### config.mk
export PLATFORM = sky130hd
export DESIGN_NAME = bgis_top
export DESIGN_NICKNAME = d
export VERILOG_FILES = /design/src/logic/bgis_pkg.sv /design/src/logic/bgis_top.sv
export SDC_FILE = /design/constraint.sdc
export NUM_CORES = 1
export LEC_CHECK = 0
export BUFFER_PORTS_ARGS = -buffer_cell sky130_fd_sc_hd__buf_4
export CAP_MARGIN = 25
export CORE_AREA = 4 4 91 93
export DETAILED_ROUTE_END_ITERATION = 6
export DIE_AREA = 0 0 95 97
export GPL_TIMING_DRIVEN = 0
export HOLD_SLACK_MARGIN = 0.08
export PLACE_DENSITY = 0.88
export SLEW_MARGIN = 20
export SYNTH_ARGS = -nofsm -noshare
export SYNTH_HDL_FRONTEND = slang
export SYNTH_SLANG_ARGS = --single-unit
### constraint.sdc
create_clock -name i_mclk -period 5.5 [get_ports i_mclk]
set_clock_uncertainty 0.1 [all_clocks]
set_input_delay 1.1 -clock i_mclk [delete_from_list [all_inputs] [get_ports i_mclk]]
set_output_delay 1.1 -clock i_mclk [all_outputs]
set_load 0.03 [all_outputs]
### src/logic/bgis_pkg.sv
// Constants and types for the bus grant and input sampling block
package bgis_pkg;

	localparam int CLK_PERIOD_NS     = 20;
	localparam int LOCK_INPUT_CYCLES = 2000;
	localparam int RESET_MIN_CYCLES  = 5;
	localparam int EDGE_PULSE_NS     = 10;
	localparam int EDGE_PULSE_CYC    = (EDGE_PULSE_NS + CLK_PERIOD_NS - 1) / CLK_PERIOD_NS;

	localparam int NUM_SELECTS = 5;
	localparam int NUM_IRQ     = 6;
	localparam int NUM_PF      = 8;
	localparam int NUM_FL      = 3;

	localparam logic [NUM_SELECTS-1:0] SELECTS_IDLE = 5'h1F;

	// Memory selects and strobes, all active low
	typedef struct packed {
		logic [NUM_SELECTS-1:0] memory_selects;
		logic                   read_n;
		logic                   write_n;
	} bgis_strobes_s;

	// Flag outputs that move together on the clock output fall
	typedef struct packed {
		logic [NUM_PF-1:0] pf_value;
		logic [NUM_PF-1:0] pf_oe;
		logic [NUM_FL-1:0] dedicated;
		logic              flag_output_pin;
	} bgis_flags_s;

	typedef enum logic [1:0] {
		BUS_OWNED,
		BUS_RELEASED,
		BUS_GRANTED,
		BUS_RECLAIM
	} bgis_bus_e;

endpackage

### src/logic/bgis_top.sv
// Clock generation, input sampling, flag outputs and bus grant handshake
`timescale 1ns/1ps
module bgis_top #(
	parameter int CNT_W  = 8,
	parameter int MODE_W = 4,
	parameter int LOCK_CYCLES = bgis_pkg::LOCK_INPUT_CYCLES
) (
	// Clock and reset
	input  wire logic                         i_mclk,
	input  wire logic                         i_reset_n,
	// Input clock and board reset
	input  wire logic                         i_input_clock,
	input  wire logic                         i_ext_reset_n,
	input  wire logic [MODE_W-1:0]            i_mode,
	// Interrupt and flag inputs
	input  wire logic [bgis_pkg::NUM_IRQ-1:0] i_irq_n,
	input  wire logic [bgis_pkg::NUM_PF-1:0]  i_pf_in,
	input  wire logic                         i_flag_input_pin,
	// Flag values from the core
	input  wire bgis_pkg::bgis_flags_s        i_flags,
	// Core memory access and bus needs
	input  wire bgis_pkg::bgis_strobes_s      i_strobes,
	input  wire logic                         i_core_needs_bus,
	input  wire logic                         i_byte_dma_needs_bus,
	// Bus request
	input  wire logic                         i_bus_request_n,
	// Clock and reset outputs
	output logic                              o_processor_clock_output,
	output logic                              o_pll_locked,
	output logic                              o_core_reset,
	output logic [MODE_W-1:0]                 o_mode,
	// Recognized inputs
	output logic [bgis_pkg::NUM_IRQ-1:0]      o_irq_level,
	output logic [bgis_pkg::NUM_IRQ-1:0]      o_irq_edge,
	output logic [bgis_pkg::NUM_PF-1:0]       o_pf_level,
	output logic                              o_flag_input,
	// Flag outputs
	output bgis_pkg::bgis_flags_s             o_flags,
	// Memory bus
	output bgis_pkg::bgis_strobes_s           o_strobes,
	output logic                              o_strobes_oe,
	output logic                              o_bus_grant_n,
	output logic                              o_grant_hang_n,
	output logic                              o_bus_request_seen
);

	// Elaboration check; the lock counter is only 16 bits wide
	if (CNT_W < 2 || CNT_W > 16 || MODE_W < 1 || LOCK_CYCLES < 1 || LOCK_CYCLES > 65535) begin : g_param_check
		$error("bgis_top: unsupported parameter values");
	end

	// Input clock edges
	logic             in_clk_q;
	logic             in_edge;
	logic             in_rise;
	logic [CNT_W-1:0] seg_cnt;
	logic [CNT_W-1:0] seg_len;
	logic [15:0]      lock_cnt;
	logic             proc_rise;
	logic             proc_fall;

	assign in_edge   = i_input_clock ^ in_clk_q;
	assign in_rise   = i_input_clock & ~in_clk_q;
	assign proc_rise = in_edge & o_pll_locked;
	assign proc_fall = o_pll_locked & ~in_edge & (seg_cnt == (seg_len >> 1));

	always_ff @(posedge i_mclk or negedge i_reset_n) begin
		if (!i_reset_n) begin
			in_clk_q <= 1'b0;
		end else begin
			in_clk_q <= i_input_clock;
		end
	end

	// Measures half the input period to place the mid-cycle fall
	always_ff @(posedge i_mclk or negedge i_reset_n) begin
		if (!i_reset_n) begin
			seg_cnt <= '0;
			seg_len <= '0;
		end else if (in_edge) begin
			seg_cnt <= CNT_W'(1);
			seg_len <= seg_cnt;
		end else if (seg_cnt != '1) begin
			seg_cnt <= seg_cnt + CNT_W'(1);
		end
	end

	always_ff @(posedge i_mclk or negedge i_reset_n) begin
		if (!i_reset_n) begin
			lock_cnt     <= '0;
			o_pll_locked <= 1'b0;
		end else if (in_rise && !o_pll_locked) begin
			lock_cnt     <= lock_cnt + 16'h0001;
			o_pll_locked <= (lock_cnt == 16'(LOCK_CYCLES - 1));
		end
	end

	always_ff @(posedge i_mclk or negedge i_reset_n) begin
		if (!i_reset_n) begin
			o_processor_clock_output <= 1'b0;
		end else if (proc_rise) begin
			o_processor_clock_output <= 1'b1;
		end else if (proc_fall || !o_pll_locked) begin
			o_processor_clock_output <= 1'b0;
		end
	end

	// Board reset width and mode capture
	// Width counts processor cycles, so nothing is counted before lock
	logic       ext_rst_q;
	logic [2:0] rst_cnt;

	always_ff @(posedge i_mclk or negedge i_reset_n) begin
		if (!i_reset_n) begin
			ext_rst_q <= 1'b1;
			rst_cnt   <= '0;
		end else begin
			ext_rst_q <= i_ext_reset_n;
			if (i_ext_reset_n)
				rst_cnt <= '0;
			else if (proc_rise && rst_cnt != 3'(bgis_pkg::RESET_MIN_CYCLES))
				rst_cnt <= rst_cnt + 3'h1;
		end
	end

	// Short pulses are ignored rather than half-resetting the core
	always_ff @(posedge i_mclk or negedge i_reset_n) begin
		if (!i_reset_n) begin
			o_core_reset <= 1'b1;
			o_mode       <= '0;
		end else if (!i_ext_reset_n && rst_cnt == 3'(bgis_pkg::RESET_MIN_CYCLES)) begin
			o_core_reset <= 1'b1;
		end else if (i_ext_reset_n && !ext_rst_q && o_core_reset) begin
			o_core_reset <= 1'b0;
			o_mode       <= i_mode;
		end
	end

	// Interrupt and flag input recognition at the clock output fall
	always_ff @(posedge i_mclk or negedge i_reset_n) begin
		if (!i_reset_n) begin
			o_irq_level  <= {bgis_pkg::NUM_IRQ{1'b1}};
			o_irq_edge   <= '0;
			o_pf_level   <= '0;
			o_flag_input <= 1'b0;
		end else if (proc_fall) begin
			o_irq_level  <= i_irq_n;
			o_irq_edge   <= o_irq_level & ~i_irq_n;
			o_pf_level   <= i_pf_in;
			o_flag_input <= i_flag_input_pin;
		end else begin
			o_irq_edge   <= '0;
		end
	end

	// Flag outputs
	always_ff @(posedge i_mclk or negedge i_reset_n) begin
		if (!i_reset_n) begin
			o_flags <= '0;
		end else if (proc_fall) begin
			o_flags <= i_flags;
		end
	end

	// Bus request synchroniser; the request may change at any time
	logic      br_meta;
	logic      br_sync;
	logic      br_seen;
	bgis_pkg::bgis_bus_e bus_state;

	always_ff @(posedge i_mclk or negedge i_reset_n) begin
		if (!i_reset_n) begin
			br_meta <= 1'b1;
			br_sync <= 1'b1;
			br_seen <= 1'b0;
		end else begin
			br_meta <= i_bus_request_n;
			br_sync <= br_meta;
			if (proc_fall)
				br_seen <= ~br_sync;
		end
	end

	// The core owns the bus until the master's request is seen at a clock output rise
	always_ff @(posedge i_mclk or negedge i_reset_n) begin
		if (!i_reset_n) begin
			bus_state <= bgis_pkg::BUS_OWNED;
		end else begin
			case (bus_state)
				bgis_pkg::BUS_OWNED: begin
					if (br_seen && proc_rise)
						bus_state <= bgis_pkg::BUS_RELEASED;
				end
				bgis_pkg::BUS_RELEASED: begin
					bus_state <= bgis_pkg::BUS_GRANTED;
				end
				bgis_pkg::BUS_GRANTED: begin
					if (!br_seen)
						bus_state <= bgis_pkg::BUS_RECLAIM;
				end
				bgis_pkg::BUS_RECLAIM: begin
					bus_state <= bgis_pkg::BUS_OWNED;
				end
				default: begin
					bus_state <= bgis_pkg::BUS_OWNED;
				end
			endcase
		end
	end

	always_ff @(posedge i_mclk or negedge i_reset_n) begin
		if (!i_reset_n) begin
			o_strobes_oe   <= 1'b1;
			o_bus_grant_n  <= 1'b1;
			o_grant_hang_n <= 1'b1;
		end else begin
			o_strobes_oe   <= (bus_state == bgis_pkg::BUS_OWNED) && !(br_seen && proc_rise);
			o_bus_grant_n  <= !(bus_state == bgis_pkg::BUS_RELEASED || bus_state == bgis_pkg::BUS_GRANTED) ||
				(bus_state == bgis_pkg::BUS_GRANTED && !br_seen);
			o_grant_hang_n <= !(bus_state == bgis_pkg::BUS_GRANTED && br_seen && !o_strobes_oe &&
				(i_core_needs_bus || i_byte_dma_needs_bus));
		end
	end

	always_ff @(posedge i_mclk or negedge i_reset_n) begin
		if (!i_reset_n) begin
			o_strobes          <= '{memory_selects: bgis_pkg::SELECTS_IDLE, read_n: 1'b1, write_n: 1'b1};
			o_bus_request_seen <= 1'b0;
		end else begin
			o_strobes          <= i_strobes;
			o_bus_request_seen <= br_seen;
		end
	end

	// Checks
	a_clk_rise_edge: assert property (@(posedge i_mclk) disable iff (!i_reset_n)
		proc_rise |=> o_processor_clock_output)
		else $error("clock output did not rise after input clock edge");

	a_lock_gates_clk: assert property (@(posedge i_mclk) disable iff (!i_reset_n)
		!o_pll_locked |=> !o_processor_clock_output)
		else $error("clock output ran before lock");

	a_one_cycle_half: assert property (@(posedge i_mclk) disable iff (!i_reset_n)
		$rose(o_processor_clock_output) |-> $past(in_edge))
		else $error("processor cycle started without input clock edge");

	a_irq_sampled: assert property (@(posedge i_mclk) disable iff (!i_reset_n)
		proc_fall |=> (o_irq_level == $past(i_irq_n)) && (o_flag_input == $past(i_flag_input_pin)))
		else $error("interrupt inputs not taken at clock output fall");

	a_pf_sampled: assert property (@(posedge i_mclk) disable iff (!i_reset_n)
		!proc_fall |=> $stable(o_pf_level))
		else $error("flag pin level changed away from clock output fall");

	a_flag_update: assert property (@(posedge i_mclk) disable iff (!i_reset_n)
		$changed(o_flags) |-> $past(proc_fall))
		else $error("flag outputs changed away from clock output fall");

	a_grant_after_release: assert property (@(posedge i_mclk) disable iff (!i_reset_n)
		$fell(o_bus_grant_n) |-> !o_strobes_oe && !$past(o_strobes_oe))
		else $error("grant asserted before strobes released");

	a_reclaim_order: assert property (@(posedge i_mclk) disable iff (!i_reset_n)
		$rose(o_strobes_oe) |-> o_bus_grant_n && $past(o_bus_grant_n))
		else $error("strobes driven before grant went high");

	a_hang_released: assert property (@(posedge i_mclk) disable iff (!i_reset_n)
		!o_grant_hang_n |-> !o_strobes_oe && !o_bus_grant_n)
		else $error("grant-hang low while bus not granted");

	a_br_recognize: assert property (@(posedge i_mclk) disable iff (!i_reset_n)
		(proc_fall && !br_sync) |=> br_seen)
		else $error("bus request not recognized at sampling point");

	a_reset_mode: assert property (@(posedge i_mclk) disable iff (!i_reset_n)
		$fell(o_core_reset) |-> (o_mode == $past(i_mode)) && $past(i_ext_reset_n))
		else $error("mode not captured at reset release");

	a_reclaim_gap: assert property (@(posedge i_mclk) disable iff (!i_reset_n)
		$rose(o_bus_grant_n) |=> !o_strobes_oe)
		else $error("strobes driven in the cycle after grant went high");

	a_edge_one_cycle: assert property (@(posedge i_mclk) disable iff (!i_reset_n)
		(o_irq_edge != '0) |=> (o_irq_edge == '0))
		else $error("interrupt edge pulse longer than one cycle");

	a_core_reset_width: assert property (@(posedge i_mclk) disable iff (!i_reset_n)
		$rose(o_core_reset) |-> $past(rst_cnt) == 3'(bgis_pkg::RESET_MIN_CYCLES))
		else $error("core reset taken from a short board reset pulse");

	a_grant_needs_request: assert property (@(posedge i_mclk) disable iff (!i_reset_n)
		!o_bus_grant_n |-> o_bus_request_seen)
		else $error("bus granted without a recognized request");

	c_bus_granted: cover property (@(posedge i_mclk) disable iff (!i_reset_n)
		$fell(o_bus_grant_n));
	c_bus_reclaimed: cover property (@(posedge i_mclk) disable iff (!i_reset_n)
		$rose(o_strobes_oe));
	c_grant_hang: cover property (@(posedge i_mclk) disable iff (!i_reset_n)
		$fell(o_grant_hang_n));
	c_core_release: cover property (@(posedge i_mclk) disable iff (!i_reset_n)
		$fell(o_core_reset));
	c_irq_edge: cover property (@(posedge i_mclk) disable iff (!i_reset_n)
		o_irq_edge != '0);

endmodule

# Word-level counts from Yosys, hierarchy flattened
# Index checks and enable logic that the tools add are counted.
[word_totals] reg_bits=101 input_bits=53 output_inout_bits=59 word_cells=95
[classes] n_addsub=3 n_eq_ne=10 muxes=12 n_bitwise=11 reduce_logical=30
[op_table] op="adder 16 x 1 -> 16 bit (second input constant)" count=1
[op_table] op="== test 16 x 11 -> 1 bit (second input constant)" count=1
[op_table] op="2-to-1 mux 8 bit" count=2
[op_table] op="logical AND 1 bit" count=11
[op_table] op="adder 8 x 1 -> 8 bit (second input constant)" count=1
[op_table] op="== test 8 x 7 -> 1 bit" count=1
[op_table] op="zero test 1 bit" count=8
[op_table] op="!= test 8 bit (second input constant)" count=1
[op_table] op="case mux 2 bit (4 select lines)" count=1
[op_table] op="nonzero test 2 bit" count=4
[op_table] op="AND 6 bit" count=1
[op_table] op="2-to-1 mux 3 bit" count=2
[op_table] op="2-to-1 mux 6 bit" count=1
[op_table] op="inverter 6 bit" count=1
[op_table] op="AND 1 bit" count=4
[op_table] op="== test 2 bit (second input constant)" count=2
[op_table] op="logical OR 1 bit" count=4
[op_table] op="2-to-1 mux 1 bit" count=4
[op_table] op="2-to-1 mux 2 bit" count=2
[op_table] op="!= test 2 bit (second input constant)" count=2
[op_table] op="inverter 1 bit" count=4
[op_table] op="AND reduction 2 bit" count=2
[op_table] op="adder 3 x 1 -> 3 bit (second input constant)" count=1
[op_table] op="== test 3 bit (second input constant)" count=1
[op_table] op="other kinds (4)" count=4

# Longest topological paths before layout
# Gate-level depths: netlist of the first run.
[logic_depth] ltp_word=7 mapped_depth=7 depth_no_buf=6

# Worst setup path after synthesis of the first run
# OpenSTA, ideal clock, no wires.
[synth_timing] path_kind="input to register" from="input i_input_clock" to="register o_flag_input" setup_ns=0.125 arrival_time_ns=2.786 required_time_ns=5.275 path_slack_ns=2.489 stages=6 n_path_buf=1 cell_sequence="ha_1 inv_1 a2111oi_2 nand4_4 buf_6 mux2_4"
[synth_between] elab_chain_len=4
[synth_rtl] item="from (decl)" line_no="bgis_top.sv:12" text="input wire logic i_input_clock,"
[synth_rtl] item="bitwise XOR 1 bit" line_no="bgis_top.sv:62" text="assign in_edge = i_input_clock ^ in_clk_q;"
[synth_rtl] item="inverter 1 bit" line_no="bgis_top.sv:65" text="assign proc_fall = o_pll_locked & ~in_edge & (seg_cnt == (seg_len >> 1));"
[synth_rtl] item="AND 1 bit (2 in a row)" line_no="bgis_top.sv:65"
[synth_rtl] item="to (signal assigned)" line_no="bgis_top.sv:150" text="o_flag_input <= i_flag_input_pin;"
[synth_rtl] item="to (decl)" line_no="bgis_top.sv:36" text="output logic o_flag_input,"
# Every way passes these cells.
# A chain may end at the register's enable or synchronous reset.

# Final worst setup path of the first run
[layout_timing] from="input i_input_clock" to="register o_pf_level[3] in the netlist's numbering"
[layout_between] elab_chain_len=4
[layout_rtl] item="bitwise XOR 1 bit" line_no="bgis_top.sv:62"
[layout_rtl] item="inverter 1 bit" line_no="bgis_top.sv:65"
[layout_rtl] item="AND 1 bit (2 in a row)" line_no="bgis_top.sv:65"
[layout_rtl] item="to (signal assigned)" line_no="bgis_top.sv:149" text="o_pf_level <= i_pf_in;"
[layout_rtl] item="to (decl)" line_no="bgis_top.sv:35" text="output logic [bgis_pkg::NUM_PF-1:0] o_pf_level,"
# Every way passes these cells.

==> results of run 1 <==
## final timing paths
check | to | slack (ns) | cells past startpoint
min in group asynchronous | o_pf_level[1] | 0.72 | 1
worst min-delay path | br_sync | 0.27 | 0
worst min register to register | br_sync | 0.27 | 0
worst max register to register | o_pf_level[3] | 2.88 | 7
worst max-delay path | o_pf_level[3] | 2.40 | 7
max in group asynchronous | seg_cnt[3] | 4.01 | 1
## final cells by class
cell class	instances	area, µm²	area share [%]
flip-flops and latches	100	2530	47.8
inverters	11	41.3	0.781
clock buffers	10	138	2.60
well taps	102	128	2.41
multi-input cells	172	1520	28.7
repair buffers	111	837	15.8
plain buffers	6	45.0	0.852
clock inverters	6	53.8	1.02
## layout by cell type (no fill, tap or decap), types with 5 or more instances in the layout
cell type and instances:
sky130_fd_sc_hd__clkbuf_8 10, sky130_fd_sc_hd__buf_4 110, sky130_fd_sc_hd__xnor2_1 11, sky130_fd_sc_hd__nand3_1 11
sky130_fd_sc_hd__mux2_4 29, sky130_fd_sc_hd__xor2_1 14, sky130_fd_sc_hd__nor3b_1 6, sky130_fd_sc_hd__dfstp_2 20
sky130_fd_sc_hd__o21ai_0 5, sky130_fd_sc_hd__nor3_1 5, sky130_fd_sc_hd__inv_1 11, sky130_fd_sc_hd__mux2_2 18
sky130_fd_sc_hd__nand4_1 5, sky130_fd_sc_hd__dfrtp_1 80, sky130_fd_sc_hd__ha_1 8, sky130_fd_sc_hd__nand2_1 14
sky130_fd_sc_hd__nor2_1 12
## routing by layer
| layer | track usage [%] | part of all wire (%) |
|---|---|---|
| met5 | 0 | 0 |
| met4 | 7.33 | 2.0 |
| met3 | 5.37 | 5.0 |
| met2 | 34.9 | 54 |
| met1 | 22.7 | 39 |
## critical path, cell delays in order
cell                        delay (ns)
sky130_fd_sc_hd__buf_4            0.11
sky130_fd_sc_hd__ha_1             0.41
sky130_fd_sc_hd__inv_1            0.16
sky130_fd_sc_hd__a2111oi_2        0.56
sky130_fd_sc_hd__nand4_4          0.33
sky130_fd_sc_hd__buf_6            0.27
sky130_fd_sc_hd__mux2_4           0.30
## cell families after synthesis
logic type                 count (synthesis)  share of synthesized area [%]
muxes                                     50                           16.2
DFF                                      100                           61.2
AOI/OAI and AO/OA                         22                           3.88
and+or+nand+nor                           67                           8.94
adders and majority gates                  8                           2.42
xor gates and xnor gates                  25                           5.30
buffers and inverters                     17                           2.09
## cell usage after synthesis, drive strengths merged
cell type  count
mux2          47
o31ai          1
or4            1
nor4           2
o21a           2
xnor2         11
nor2          12
and4           1
nor3b          6
nand3         11
nand2         14
or2            1
or3            1
clkbuf         3
a41o           1
dfstp         20
dfrtp         80
nand4b         1
a2111oi        2
buf            3
mux2i          3
xor2          14
nand3b         2
a31oi          3
a21boi         1
ha             8
and4b          1
o21ai          5
nor2b          2
and3           1
o22a           1
a21oi          4
o211a          1
a211oi         1
nor3           5
nand4          6
inv           11
## registers in the layout (all words and copies together) (netlist names), 2 cells and up
register	flops
o_pf_level	8
seg_cnt	8
bus_state	2
o_strobes	7
o_irq_edge	6
o_irq_level	6
o_flags	20
seg_len	7
rst_cnt	3
o_mode	4
lock_cnt	16
## power by group
| part | internal, µW | total [µW] | switching, µW | leakage [µW] |
|---|---|---|---|---|
| logic | 92.1 | 192 | 99.9 | 0.00132 |
| registers | 784 | 829 | 45.1 | 0.00129 |
| clock network | 185 | 449 | 264 | 0.0000954 |
| total | 1060 | 1470 | 409 | 0.00271 |
## metrics by stage
stage / setup slack (ns) / instances / instance area, µm²
final: 2.40 / 518 / 5290
after global routing: 2.23 / 518 / 5290
after floorplan: 2.49 / 289 / 4130
after detailed placement: 2.02 / 502 / 5090
after global placement: 2.11 / 502 / 5090
after CTS: 2.37 / 518 / 5290
==> impl_summary.md, run 1 <==
Worst setup path
The worst setup path is launched from an input port. STA puts the critical path data required time at ~5.7 ns. Along the worst path, the maximum fanout reaches 10. The worst endpoint data arrival time is roughly 3.3 ns.

STA classifies the critical path endpoint as a register. The startpoint of the most critical register-to-register path is in_clk_q. The most critical setup path has its startpoint at i_input_clock.

The start-to-end type of the worst setup path is input port to register.

Yosys
The number of standard cells after synthesis is 289. In this run the biggest area consumer among cell types represents between 40% and 50% of the synthesized area. During synthesis, Yosys emitted a total of 0 warnings.

After synthesis, the netlist uses 39 different library cells. The post-synthesis register bit count is 100. The post-synthesis net count is 350. Summing the sequential cell areas from Yosys gives 61.2% of the chip area. The mapped cell area is ~4100 µm². Yosys attributes the largest share of cell area to sky130_fd_sc_hd__dfrtp_1, sky130_fd_sc_hd__dfstp_2, sky130_fd_sc_hd__mux2_4. The mean cell area of the mapped netlist is 14.3 µm². The cell taking the most area after synthesis is sky130_fd_sc_hd__dfrtp_1.

Timing
The top achievable clock speed is around 320 MHz. The time the final worst path needs with I/O delays and setup is about 3.1 ns. Setup violations remaining at the end of the flow were counted as 0. The transition at the pin with the smallest max-transition slack is roughly 0.86 ns. The final total negative setup slack is 0 ns. The fraction of the cycle the final worst path needs is about 56%. The max-slew violation total from the final report is 0. Setup repair after global routing left no endpoint under its margin. The final hold violation count is 0.

The normalized max-slew margin is between 40% and 50%. The post-route worst hold slack is between 0.2 and 0.3 ns.

Die
The number of top-level design ports is about 110. For this configuration, the core starts out at a cell density of between 50% and 60%. The vertical die dimension is 97 µm. The number of rows in the core area is 32. The core region is 7530 µm². The die covers 9220 µm². The x dimension of the die is between 90 and 100 µm.

Global route
The initial antenna violation count is 0. Entering global routing, the biggest net connects just over 100 pins. The first-pass GRT wire length is 14.2 mm.

The via count of the first global-routing pass is 2915. In the global route stage, overall resource usage came out at between 10% and 20%. The global route total overflow is 0.

Clock tree
The worst-case clock buffer depth is 2. The clock drives 100 sinks. Buffers inserted to repair hold after CTS numbered 0.

The count of H-tree levels built during CTS is 3. The post-cts repair resize count is 0. The number of buffers created by CTS is 9. Clock-pin slew was measured on the worst setup and hold paths at about 0.10 ns. Post-CTS timing repair inserted 0 buffers for setup. The later pin in the worst-skew pair is clocked with a latency of between 0.3 and 0.4 ns. The CTS tree is done.

The master cell of the clock root buffer is sky130_fd_sc_hd__clkbuf_8.

Status
The run finished with clean final reports.

Routing
After detailed routing, the number of vias per cell comes to 5.19. The first routing iteration left between 100 and 150 violations. The detailed-router iteration count before antenna repair is 4. The final routed wire length divided by cell count is 16.8 µm. The routed layout has between 2000 and 3000 vias.

The routed design has 8.71 mm of wire. In the routed design, unresolved DRC markers number 0. The remaining antenna violation count is 0.

Place
The weighted congestion reported at the end of routability-driven placement is between 0.7 and 0.8. Detailed placement finished with a half-perimeter wire length of roughly 6.2 mm. Input and output buffers added on the ports amount to around 110.

Final layout
The synthesis-to-layout area growth is 28.0%. The number of inserted filler cells in the final layout is 499. Cells fill 70.2% of the core in the end. The number of antenna diodes in the final layout is 0. The net count reported at finish is approximately 470.

In the final layout, the share of cells above drive strength 1 is 48.3%.

Power
The worst-case IR drop observed on VDD is about 0.17 mV. In this run the power density over the cells is between 200 and 300 nW/µm². The power after layout is 1470 µW.

The standby leakage power is roughly 0.0027 µW.

Worst hold path
The class of the most critical hold timing path is register to register. In this run the most critical hold path is launched from br_meta.

Run
The max-cap violation count is 0.
Power figures use the tool's default switching activity.
==> run 2, diff against run 1 <==
Settings changed: ABC_AREA set to 1, CORE_AREA 4 4 91 93 to 4 4 96 98, DIE_AREA 0 0 95 97 to 0 0 100 102, PLACE_DENSITY 0.88 to 0.84.
Clock period 5.5 ns to 3.1 ns, I/O delays scaled along.
==> run 2 against run 1 <==
- sequential power up 120%
- flip-flop and latch count unchanged
- setup slack worse by 1.2 ns
- critical path depth down 1
- die area up 11%
- sequential share of layout area down 2.3 points
- area after synthesis up 5.8%
- core utilization down 4.7 points
- critical path type unchanged
- critical endpoint is now seg_len[6]
==> impl_summary.md, run 2 <==
Yosys
The mean cell area of the mapped netlist is 9.07 µm² (-37%). The number of enable flip-flop cells after synthesis is 0 (unchanged). The largest total area in the synthesized netlist belongs to sky130_fd_sc_hd__dfrtp_1. Among all flip-flop cells after synthesis, the most frequent one is sky130_fd_sc_hd__dfrtp_1. The share of async-settable or async-resettable flops after synthesis is 100% (unchanged). The most common cell in the synthesized netlist is sky130_fd_sc_hd__nand2_1. The count of different cell masters after synthesis is 30 (-23%). The post-synthesis register bit count is 100 (unchanged). The mapped cell area is 4370 µm² (+5.8%). The number of standard cells after synthesis is 482 (+67%). The proportion of netlist area held by the largest area contributor is 45.8% (-2.7 points).

The post-synthesis net count is 543 (+55%). Ranked by total cell area, the synthesized netlist is headed by sky130_fd_sc_hd__dfrtp_1, sky130_fd_sc_hd__nand2_1, sky130_fd_sc_hd__dfstp_2. The share of the yosys chip area belonging to registers came to 57.8% (-3.4 points). The count of warnings emitted by yosys is 0 (unchanged). The commonest cells after synthesis are sky130_fd_sc_hd__nand2_1, sky130_fd_sc_hd__dfrtp_1, sky130_fd_sc_hd__inv_1, sky130_fd_sc_hd__nand3_1, sky130_fd_sc_hd__nor2_1.

Routing
The count of routing violations after the opening detailed-route iteration is 103 (-8.0%). The DRC violation count after routing is 0 (unchanged). The via count normalized by instance count is 4.99 (-3.9%). The total wire length after detailed routing is 9.41 mm (+8.0%). The remaining antenna violation count is 0 (unchanged). The detailed-router iteration count before antenna repair is 4 (unchanged). The detailed-route via count is 3578 (+33%).

The final routed wire length divided by cell count is 13.1 µm (-22%).

Worst setup path
The most critical setup path has its startpoint at i_input_clock. In this run the critical register-to-register path is launched from in_clk_q. The data required time at the worst endpoint is 3.27 ns (-2.38 ns). The worst endpoint data arrival time is 2.01 ns (-1.24 ns). The worst setup path is captured at a register. The setup slack on the worst flop-to-flop path is 1.27 ns (-1.61 ns).

The worst reg2reg path depth is 6 (-1). The highest fanout seen on the critical path is 10 (unchanged). The critical path launch point type is an input port. The setup path with the least slack is of type input port to register.

The endpoint of the lowest-slack register-to-register path is seg_len[6].

Final layout
Compared with the post-synthesis result, the final layout area differs by 27.0%. The library cells used most frequently in the layout, excluding fill and tap cells, are sky130_fd_sc_hd__nand2_1, sky130_fd_sc_hd__buf_4, sky130_fd_sc_hd__dfrtp_1. The ratio of cells with drive above 1 in the final layout is 28.2% (-20 points).

The flip-flop count of the largest register, all copies and words added is 20 (unchanged). In the final layout, the registers with the most flip-flops are o_flags (20), lock_cnt (16). The leading cell type in the layout, fill and taps excluded is sky130_fd_sc_hd__nand2_1. More flip-flops sit in one register than any other, and that register is o_flags. The post-layout instance area is 5550 µm² (+5.0%). The final antenna diode count is 0 (unchanged). The net count reported at finish came to 665 (+41%).

Timing
The final hold violation count is 0 (unchanged). The transition at the pin with the smallest max-transition slack is 0.894 ns (+0.0335 ns). Setup repair after global routing left no endpoint under its margin.

The number of failing setup endpoints in the final timing report came to 0 (unchanged). The time the final worst path needs with I/O delays and setup is ~1.8 ns. The fraction of the cycle the final worst path needs is approximately three fifths. The final total negative setup slack is 0 ns (unchanged). The max-slew violation total from the final report was 0 (unchanged). The top achievable clock speed is roughly 540 MHz. The worst-case setup margin in the final layout is 1.25 ns (-1.15 ns).

The normalized max-slew margin is 40.4% (-2.2 points).

Die
The effective utilization at floorplan was 51.6% (-3.2 points). The x dimension of the die was 100 µm (+5.3%). The number of rows in the core area is 34 (+6.3%). The overall die area is 10200 µm² (+11%). The number of top-level design ports is 112 (unchanged). The area inside the core boundary is 8470 µm² (+12%). The vertical die dimension came to 102 µm (+5.2%).

Clock tree
The number of setup buffers added after CTS is 0 (unchanged). The post-cts repair resize count came to 0 (unchanged). The clock sink total is 100 (unchanged). The clock insertion delay at the later pin of the skew report is 0.36 ns (about the same). The number of buffers created by CTS is 9 (unchanged). The clock slew seen by the registers of the worst setup and hold paths came to 0.10 ns (about the same).

The worst-case clock buffer depth is 2 (unchanged). The tree is rooted in a sky130_fd_sc_hd__clkbuf_8. The count of hold buffers inserted by post-cts repair was 0 (unchanged). The count of H-tree levels built during CTS came to 3 (unchanged). TritonCTS built the clock tree.

Place
The total half-perimeter wirelength after legalization and detailed placement is 7.02 mm (+13%). The count of buffers from port buffering came to 111 (unchanged). The post-detailed-placement cell area is 5340 µm² (+4.9%). The weighted congestion reported at the end of routability-driven placement came to 0.900 (+13%).

The setup slack after placement is 0.903 ns (-1.11 ns).

Power
The standby leakage power is 0.00294 µW (+8.5%). The reported net switching power is 1780 µW (+340%). The internal power contribution came to 2720 µW (+160%). The worst voltage drop across the vdd grid is 0.396 mV (+140%). The sequential group share of total power is 41.2% (-15 points).

The power after layout was 4510 µW (+210%). The combinational fraction of design power is 39.9% (+27 points). The cell area power density is 812 nW/µm² (+190%). The clock network fraction of design power is 18.9% (-12 points). The switching part of the total power is 39.6% (+12 points).

Global route
The largest net degree at the start of global routing is 101 (unchanged). The global route total overflow is 0 (unchanged). The global router's overall resource usage is 18.9% (-0.97 points).

The via count of the first global-routing pass came to 3480 (+19%). The first-pass GRT wire length was 15.6 mm (+10%). The initial antenna violation count came to 0 (unchanged).

Worst hold path
The worst hold path belongs to the class input port to asynchronous set/reset pin.

Run
The max-cap violation count came to 0 (unchanged).

Status
The flow ran to the end, and the final reports show no timing, DRC or antenna violations.
## run 2: changes by cell type in the layout (fill, tap and decap cells not counted), moves of 4 or more
cell | previous run | this run
sky130_fd_sc_hd__nand2_1 | 14 | 158
sky130_fd_sc_hd__inv_1 | 11 | 53
sky130_fd_sc_hd__nand3_1 | 11 | 53
sky130_fd_sc_hd__mux2_4 | 29 | 0
sky130_fd_sc_hd__mux2_2 | 18 | 0
sky130_fd_sc_hd__o21ai_0 | 5 | 19
sky130_fd_sc_hd__nor2_1 | 12 | 24
sky130_fd_sc_hd__xnor2_1 | 11 | 4
sky130_fd_sc_hd__nor2_2 | 0 | 6
sky130_fd_sc_hd__nor3b_1 | 6 | 0
sky130_fd_sc_hd__xor2_1 | 14 | 10
## run 2: logic make-up after synthesis
kind of cell / Yosys count / synth area share (%)
buf+inv: 70 / 7.41
flops: 100 / 57.8
fa+ha+maj: 8 / 2.29
xor+xnor: 14 / 2.81
simple gates: 261 / 26.1
compound gates: 29 / 3.52
## run 2: critical path, cell delays in order
cell and delay (ns):
sky130_fd_sc_hd__buf_4 0.11, sky130_fd_sc_hd__ha_1 0.33, sky130_fd_sc_hd__clkbuf_1 0.33, sky130_fd_sc_hd__clkbuf_1 0.42, sky130_fd_sc_hd__nand2_1 0.10, sky130_fd_sc_hd__o21ai_0 0.10
## run 2: routing by layer
metal | part of all wire [%] | wire (µm) | GRT usage [%] | vias to the layer above
met4 | 2.9 | 272 | 8.50 | 0
met5 | 0 | 0 | 0 | -
li1 | - | - | - | 1758
met3 | 6.4 | 599 | 3.96 | 21
met1 | 42 | 3980 | 24.1 | 1697
met2 | 48 | 4560 | 31.3 | 102
## run 2: final cells by class
| class | instances | area [µm²] |
|---|---|---|
| well taps | 108 | 135 |
| repair buffers | 111 | 837 |
| inverters | 57 | 214 |
| plain buffers | 13 | 110 |
| flip-flops and latches | 100 | 2530 |
| fillers | 659 | 2920 |
| clock buffers | 10 | 138 |
| clock inverters | 6 | 68.8 |
| multi-input cells | 312 | 1520 |
## run 2: power by group through the flow
stage	Combinational (µW)	Sequential (µW)	Clock (µW)
after floorplan	576	2420	0
after global placement	1770	1860	0
after detailed placement	1820	1880	0
after CTS	1820	1860	872
after global routing	1960	1900	931
final	1800	1860	851
## run 2: worst max-delay path by stage
stage | endpoint | slack, ns | depth (start not counted)
2_1_floorplan | seg_cnt[3] | 1.34 | 5
3_3_place_gp | seg_cnt[0] | 0.93 | 6
3_5_place_dp | seg_cnt[0] | 0.90 | 6
4_1_cts | o_pll_locked | 1.25 | 1
5_1_grt | seg_cnt[0] | 1.07 | 6
6_report | seg_len[6] | 1.25 | 6
## run 2: stage by stage
step / std cells / util [%] / hold slack (ns)
global placement: 701 / 63.1 / 0.248
global route: 717 / 65.5 / 0.232
floorplan: 482 / - / 0.224
finish: 717 / 65.5 / 0.204
CTS: 717 / 65.5 / 0.238
detailed placement: 701 / 63.1 / 0.251
==> run 3, diff against run 2 <==
Clock period 3.1 ns to 1.9 ns, I/O delays scaled along.
==> run 3 against run 2 <==
- register-to-register slack worse by 1.1 ns
- sequential power increased by 63%
- via count up 1.3%
- setup slack worse by 1.1 ns
- first-iteration DRC count up 24%
- critical path type is now register to register
- critical endpoint is now o_flags[9]
- highest routed layer unchanged
==> impl_summary.md, run 3 (synthesized netlist as in run 2, its figures left out) <==
Timing
The top achievable clock speed is roughly 580 MHz. After layout, the worst path uses 90.4% of the clock period. The number of failing setup endpoints in the final timing report is 0 (unchanged). The normalized max-slew margin is 40.6% (+0.17 points).

The max-slew violation total from the final report came to 0 (unchanged). The post-route worst hold slack is 0.114 ns (-0.0906 ns). The final hold violation count was 0 (unchanged).

The transition at the pin with the smallest max-transition slack is 0.891 ns (-0.00260 ns). Setup repair after global routing left no endpoint under its margin. The time the final worst path needs with I/O delays and setup is about 1.7 ns. The final total negative setup slack was 0 ns (unchanged).

Worst setup path
The critical path in this run is classified as register to register. The element type at the critical path end is a register. The setup slack on the worst flop-to-flop path is 0.18 ns (-1.09 ns). The highest fanout seen on the critical path is 10 (unchanged). The worst endpoint data arrival time was 1.87 ns (-0.14 ns). The data required time at the worst endpoint is 2.05 ns (-1.22 ns). The critical path launch point type is a register.

Die
The overall die area is 10200 µm² (unchanged). The vertical die dimension came to 102 µm (unchanged). The area inside the core boundary was 8470 µm² (unchanged). The x dimension of the die was 100 µm (unchanged). The effective utilization at floorplan came to 51.6% (unchanged). The number of rows in the core area is 34 (unchanged). The number of top-level design ports was 112 (unchanged).

Final layout
The number of non-filler instances in the completed layout is 730 (+1.8%). Ranked by flip-flop count, first place goes to o_flags. The net count reported at finish is 678 (+2.0%). The ratio of cells with drive above 1 in the final layout is 28.5% (+0.21 points). The final core area utilization is 67.2% (+1.7 points). The library cell used most frequently in the layout, excluding fill and tap cells, is sky130_fd_sc_hd__nand2_1. The final antenna diode count is 0 (unchanged). The flip-flop count of the largest register, all copies and words added is 20 (unchanged). The synthesis-to-layout area growth is 30.3%. The top cell types in the final layout, fill and taps aside, are sky130_fd_sc_hd__nand2_1, sky130_fd_sc_hd__buf_4, sky130_fd_sc_hd__dfrtp_1.

The largest registers in the layout are o_flags (20), lock_cnt (16).

Global route
The routing usage on met3 is 4.03% (+0.068 points). The global route total overflow is 0 (unchanged). The layer carrying the most global-route usage is met2. The first-pass GRT wire length is 15.9 mm (+1.8%). The global routing met2 resource utilization was 32.4% (+1.1 points). The global router's overall resource usage is 19.2% (+0.35 points). The fraction of met1 tracks used by global routing is 24.1% (+0.045 points). The largest net degree at the start of global routing is 101 (unchanged). The initial antenna violation count is 0 (unchanged).

The via count of the first global-routing pass is 3553 (+2.1%).

Power
The standby leakage power is 0.00300 µW (+2.1%). The cell area power density came to 1300 nW/µm² (+60%). The internal power contribution is 4470 µW (+64%). The worst voltage drop across the vdd grid is 0.646 mV (+63%). The clock network fraction of design power is 18.8% (about the same). The combinational fraction of design power was 40.2% (+0.3 points). The reported net switching power was 2920 µW (+64%). The sequential group share of total power is 41.0% (-0.2 points). The switching part of the total power came to 39.5% (-0.046 points).

Clock tree
The worst-case clock buffer depth is 2 (unchanged). The count of H-tree levels built during CTS is 3 (unchanged). The CTS tree is done. The clock sink total is 100 (unchanged). The clock insertion delay at the later pin of the skew report was 0.36 ns (about the same). CTS placed an instance of sky130_fd_sc_hd__clkbuf_8 at the clock tree root. The clock slew seen by the registers of the worst setup and hold paths is 0.10 ns (about the same).

The number of buffers created by CTS is 9 (unchanged). The number of setup buffers added after CTS is 0 (unchanged).

Routing
The via count normalized by instance count came to 4.97 (-0.49%). The remaining antenna violation count is 0 (unchanged). The detailed-route via count came to 3625 (+1.3%). The detailed-router iteration count before antenna repair is 4 (unchanged). The final routed wire length divided by cell count is 13.2 µm (+0.28%).

The count of routing violations after the opening detailed-route iteration was 128 (+24%). The total wire length after detailed routing was 9.61 mm (+2.1%). The DRC violation count after routing is 0 (unchanged).

Place
The weighted congestion reported at the end of routability-driven placement was 0.900 (unchanged). The count of buffers from port buffering came to 111 (unchanged). The number of cells after detailed placement was 701 (unchanged). The total half-perimeter wirelength after legalization and detailed placement is 7.02 mm (unchanged).

Worst hold path
The class of the most critical hold timing path is input port to register.

Run
The max-cap violation count came to 0 (unchanged).

Status
The run finished with clean final reports.
run 3: power groups by stage:
stage	logic, µW	registers, µW	clock network [µW]
finish	2970	3030	1390
global route	3240	3090	1520
CTS	3000	3030	1420
detailed placement	2970	3070	0
global placement	2890	3040	0
floorplan	939	3940	0
run 3: area by class of cell:
type                       instances  area (µm²)
fill                             639        2770
sequential                       100        2530
multi-input combinational        312        1530
timing repair buffer             124         967
inverter                          57         214
clock buffer                      10         138
tap                              108         135
buffer                            13         114
clock inverter                     6        68.8
run 3: final timing paths:
path	start	to	cells past startpoint
worst max-delay path	in_clk_q	o_flags[9]	7
worst min-delay path	i_mode[2]	o_mode[2]	3
worst max register to register	in_clk_q	o_flags[9]	7
worst min register to register	br_meta	br_sync	0
max in group asynchronous	i_reset_n	o_flags[7]	2
min in group asynchronous	i_reset_n	lock_cnt[10]	2
run 3: per-stage QoR:
step / setup slack [ns] / total power, µW / instance area [µm²]
after floorplan: 0.363 / 4880 / 4370
after CTS: 0.0775 / 7450 / 5680
after global routing: 0.0125 / 7850 / 5690
final: 0.183 / 7390 / 5690
after global placement: -0.0253 / 5930 / 5340
after detailed placement: -0.0574 / 6040 / 5340
run 3: repair_timing:
action / in CTS / in global routing
hold endpoints to repair: 91 / 0
hold buffers: 13 / 0
setup endpoints to repair: 0 / 22
gates resized for setup: 0 / 8
run 3: worst max-delay path, stage by stage (launching register included):
cell and delay, ns:
sky130_fd_sc_hd__dfrtp_1 0.33, sky130_fd_sc_hd__inv_1 0.04, sky130_fd_sc_hd__ha_1 0.32, sky130_fd_sc_hd__nand2_1 0.09, sky130_fd_sc_hd__clkinv_1 0.23, sky130_fd_sc_hd__clkbuf_1 0.30
sky130_fd_sc_hd__nand3_1 0.14, sky130_fd_sc_hd__nand2_1 0.06
run 3: metal layers:
layer  routed length [µm]  up-vias  part of all wire, %
met4                  243        0                  2.5
li1                     -     1783                    -
met3                  589       18                  6.1
met2                 4730      101                   49
met1                 4040     1723                   42
met5                    0        -                    0
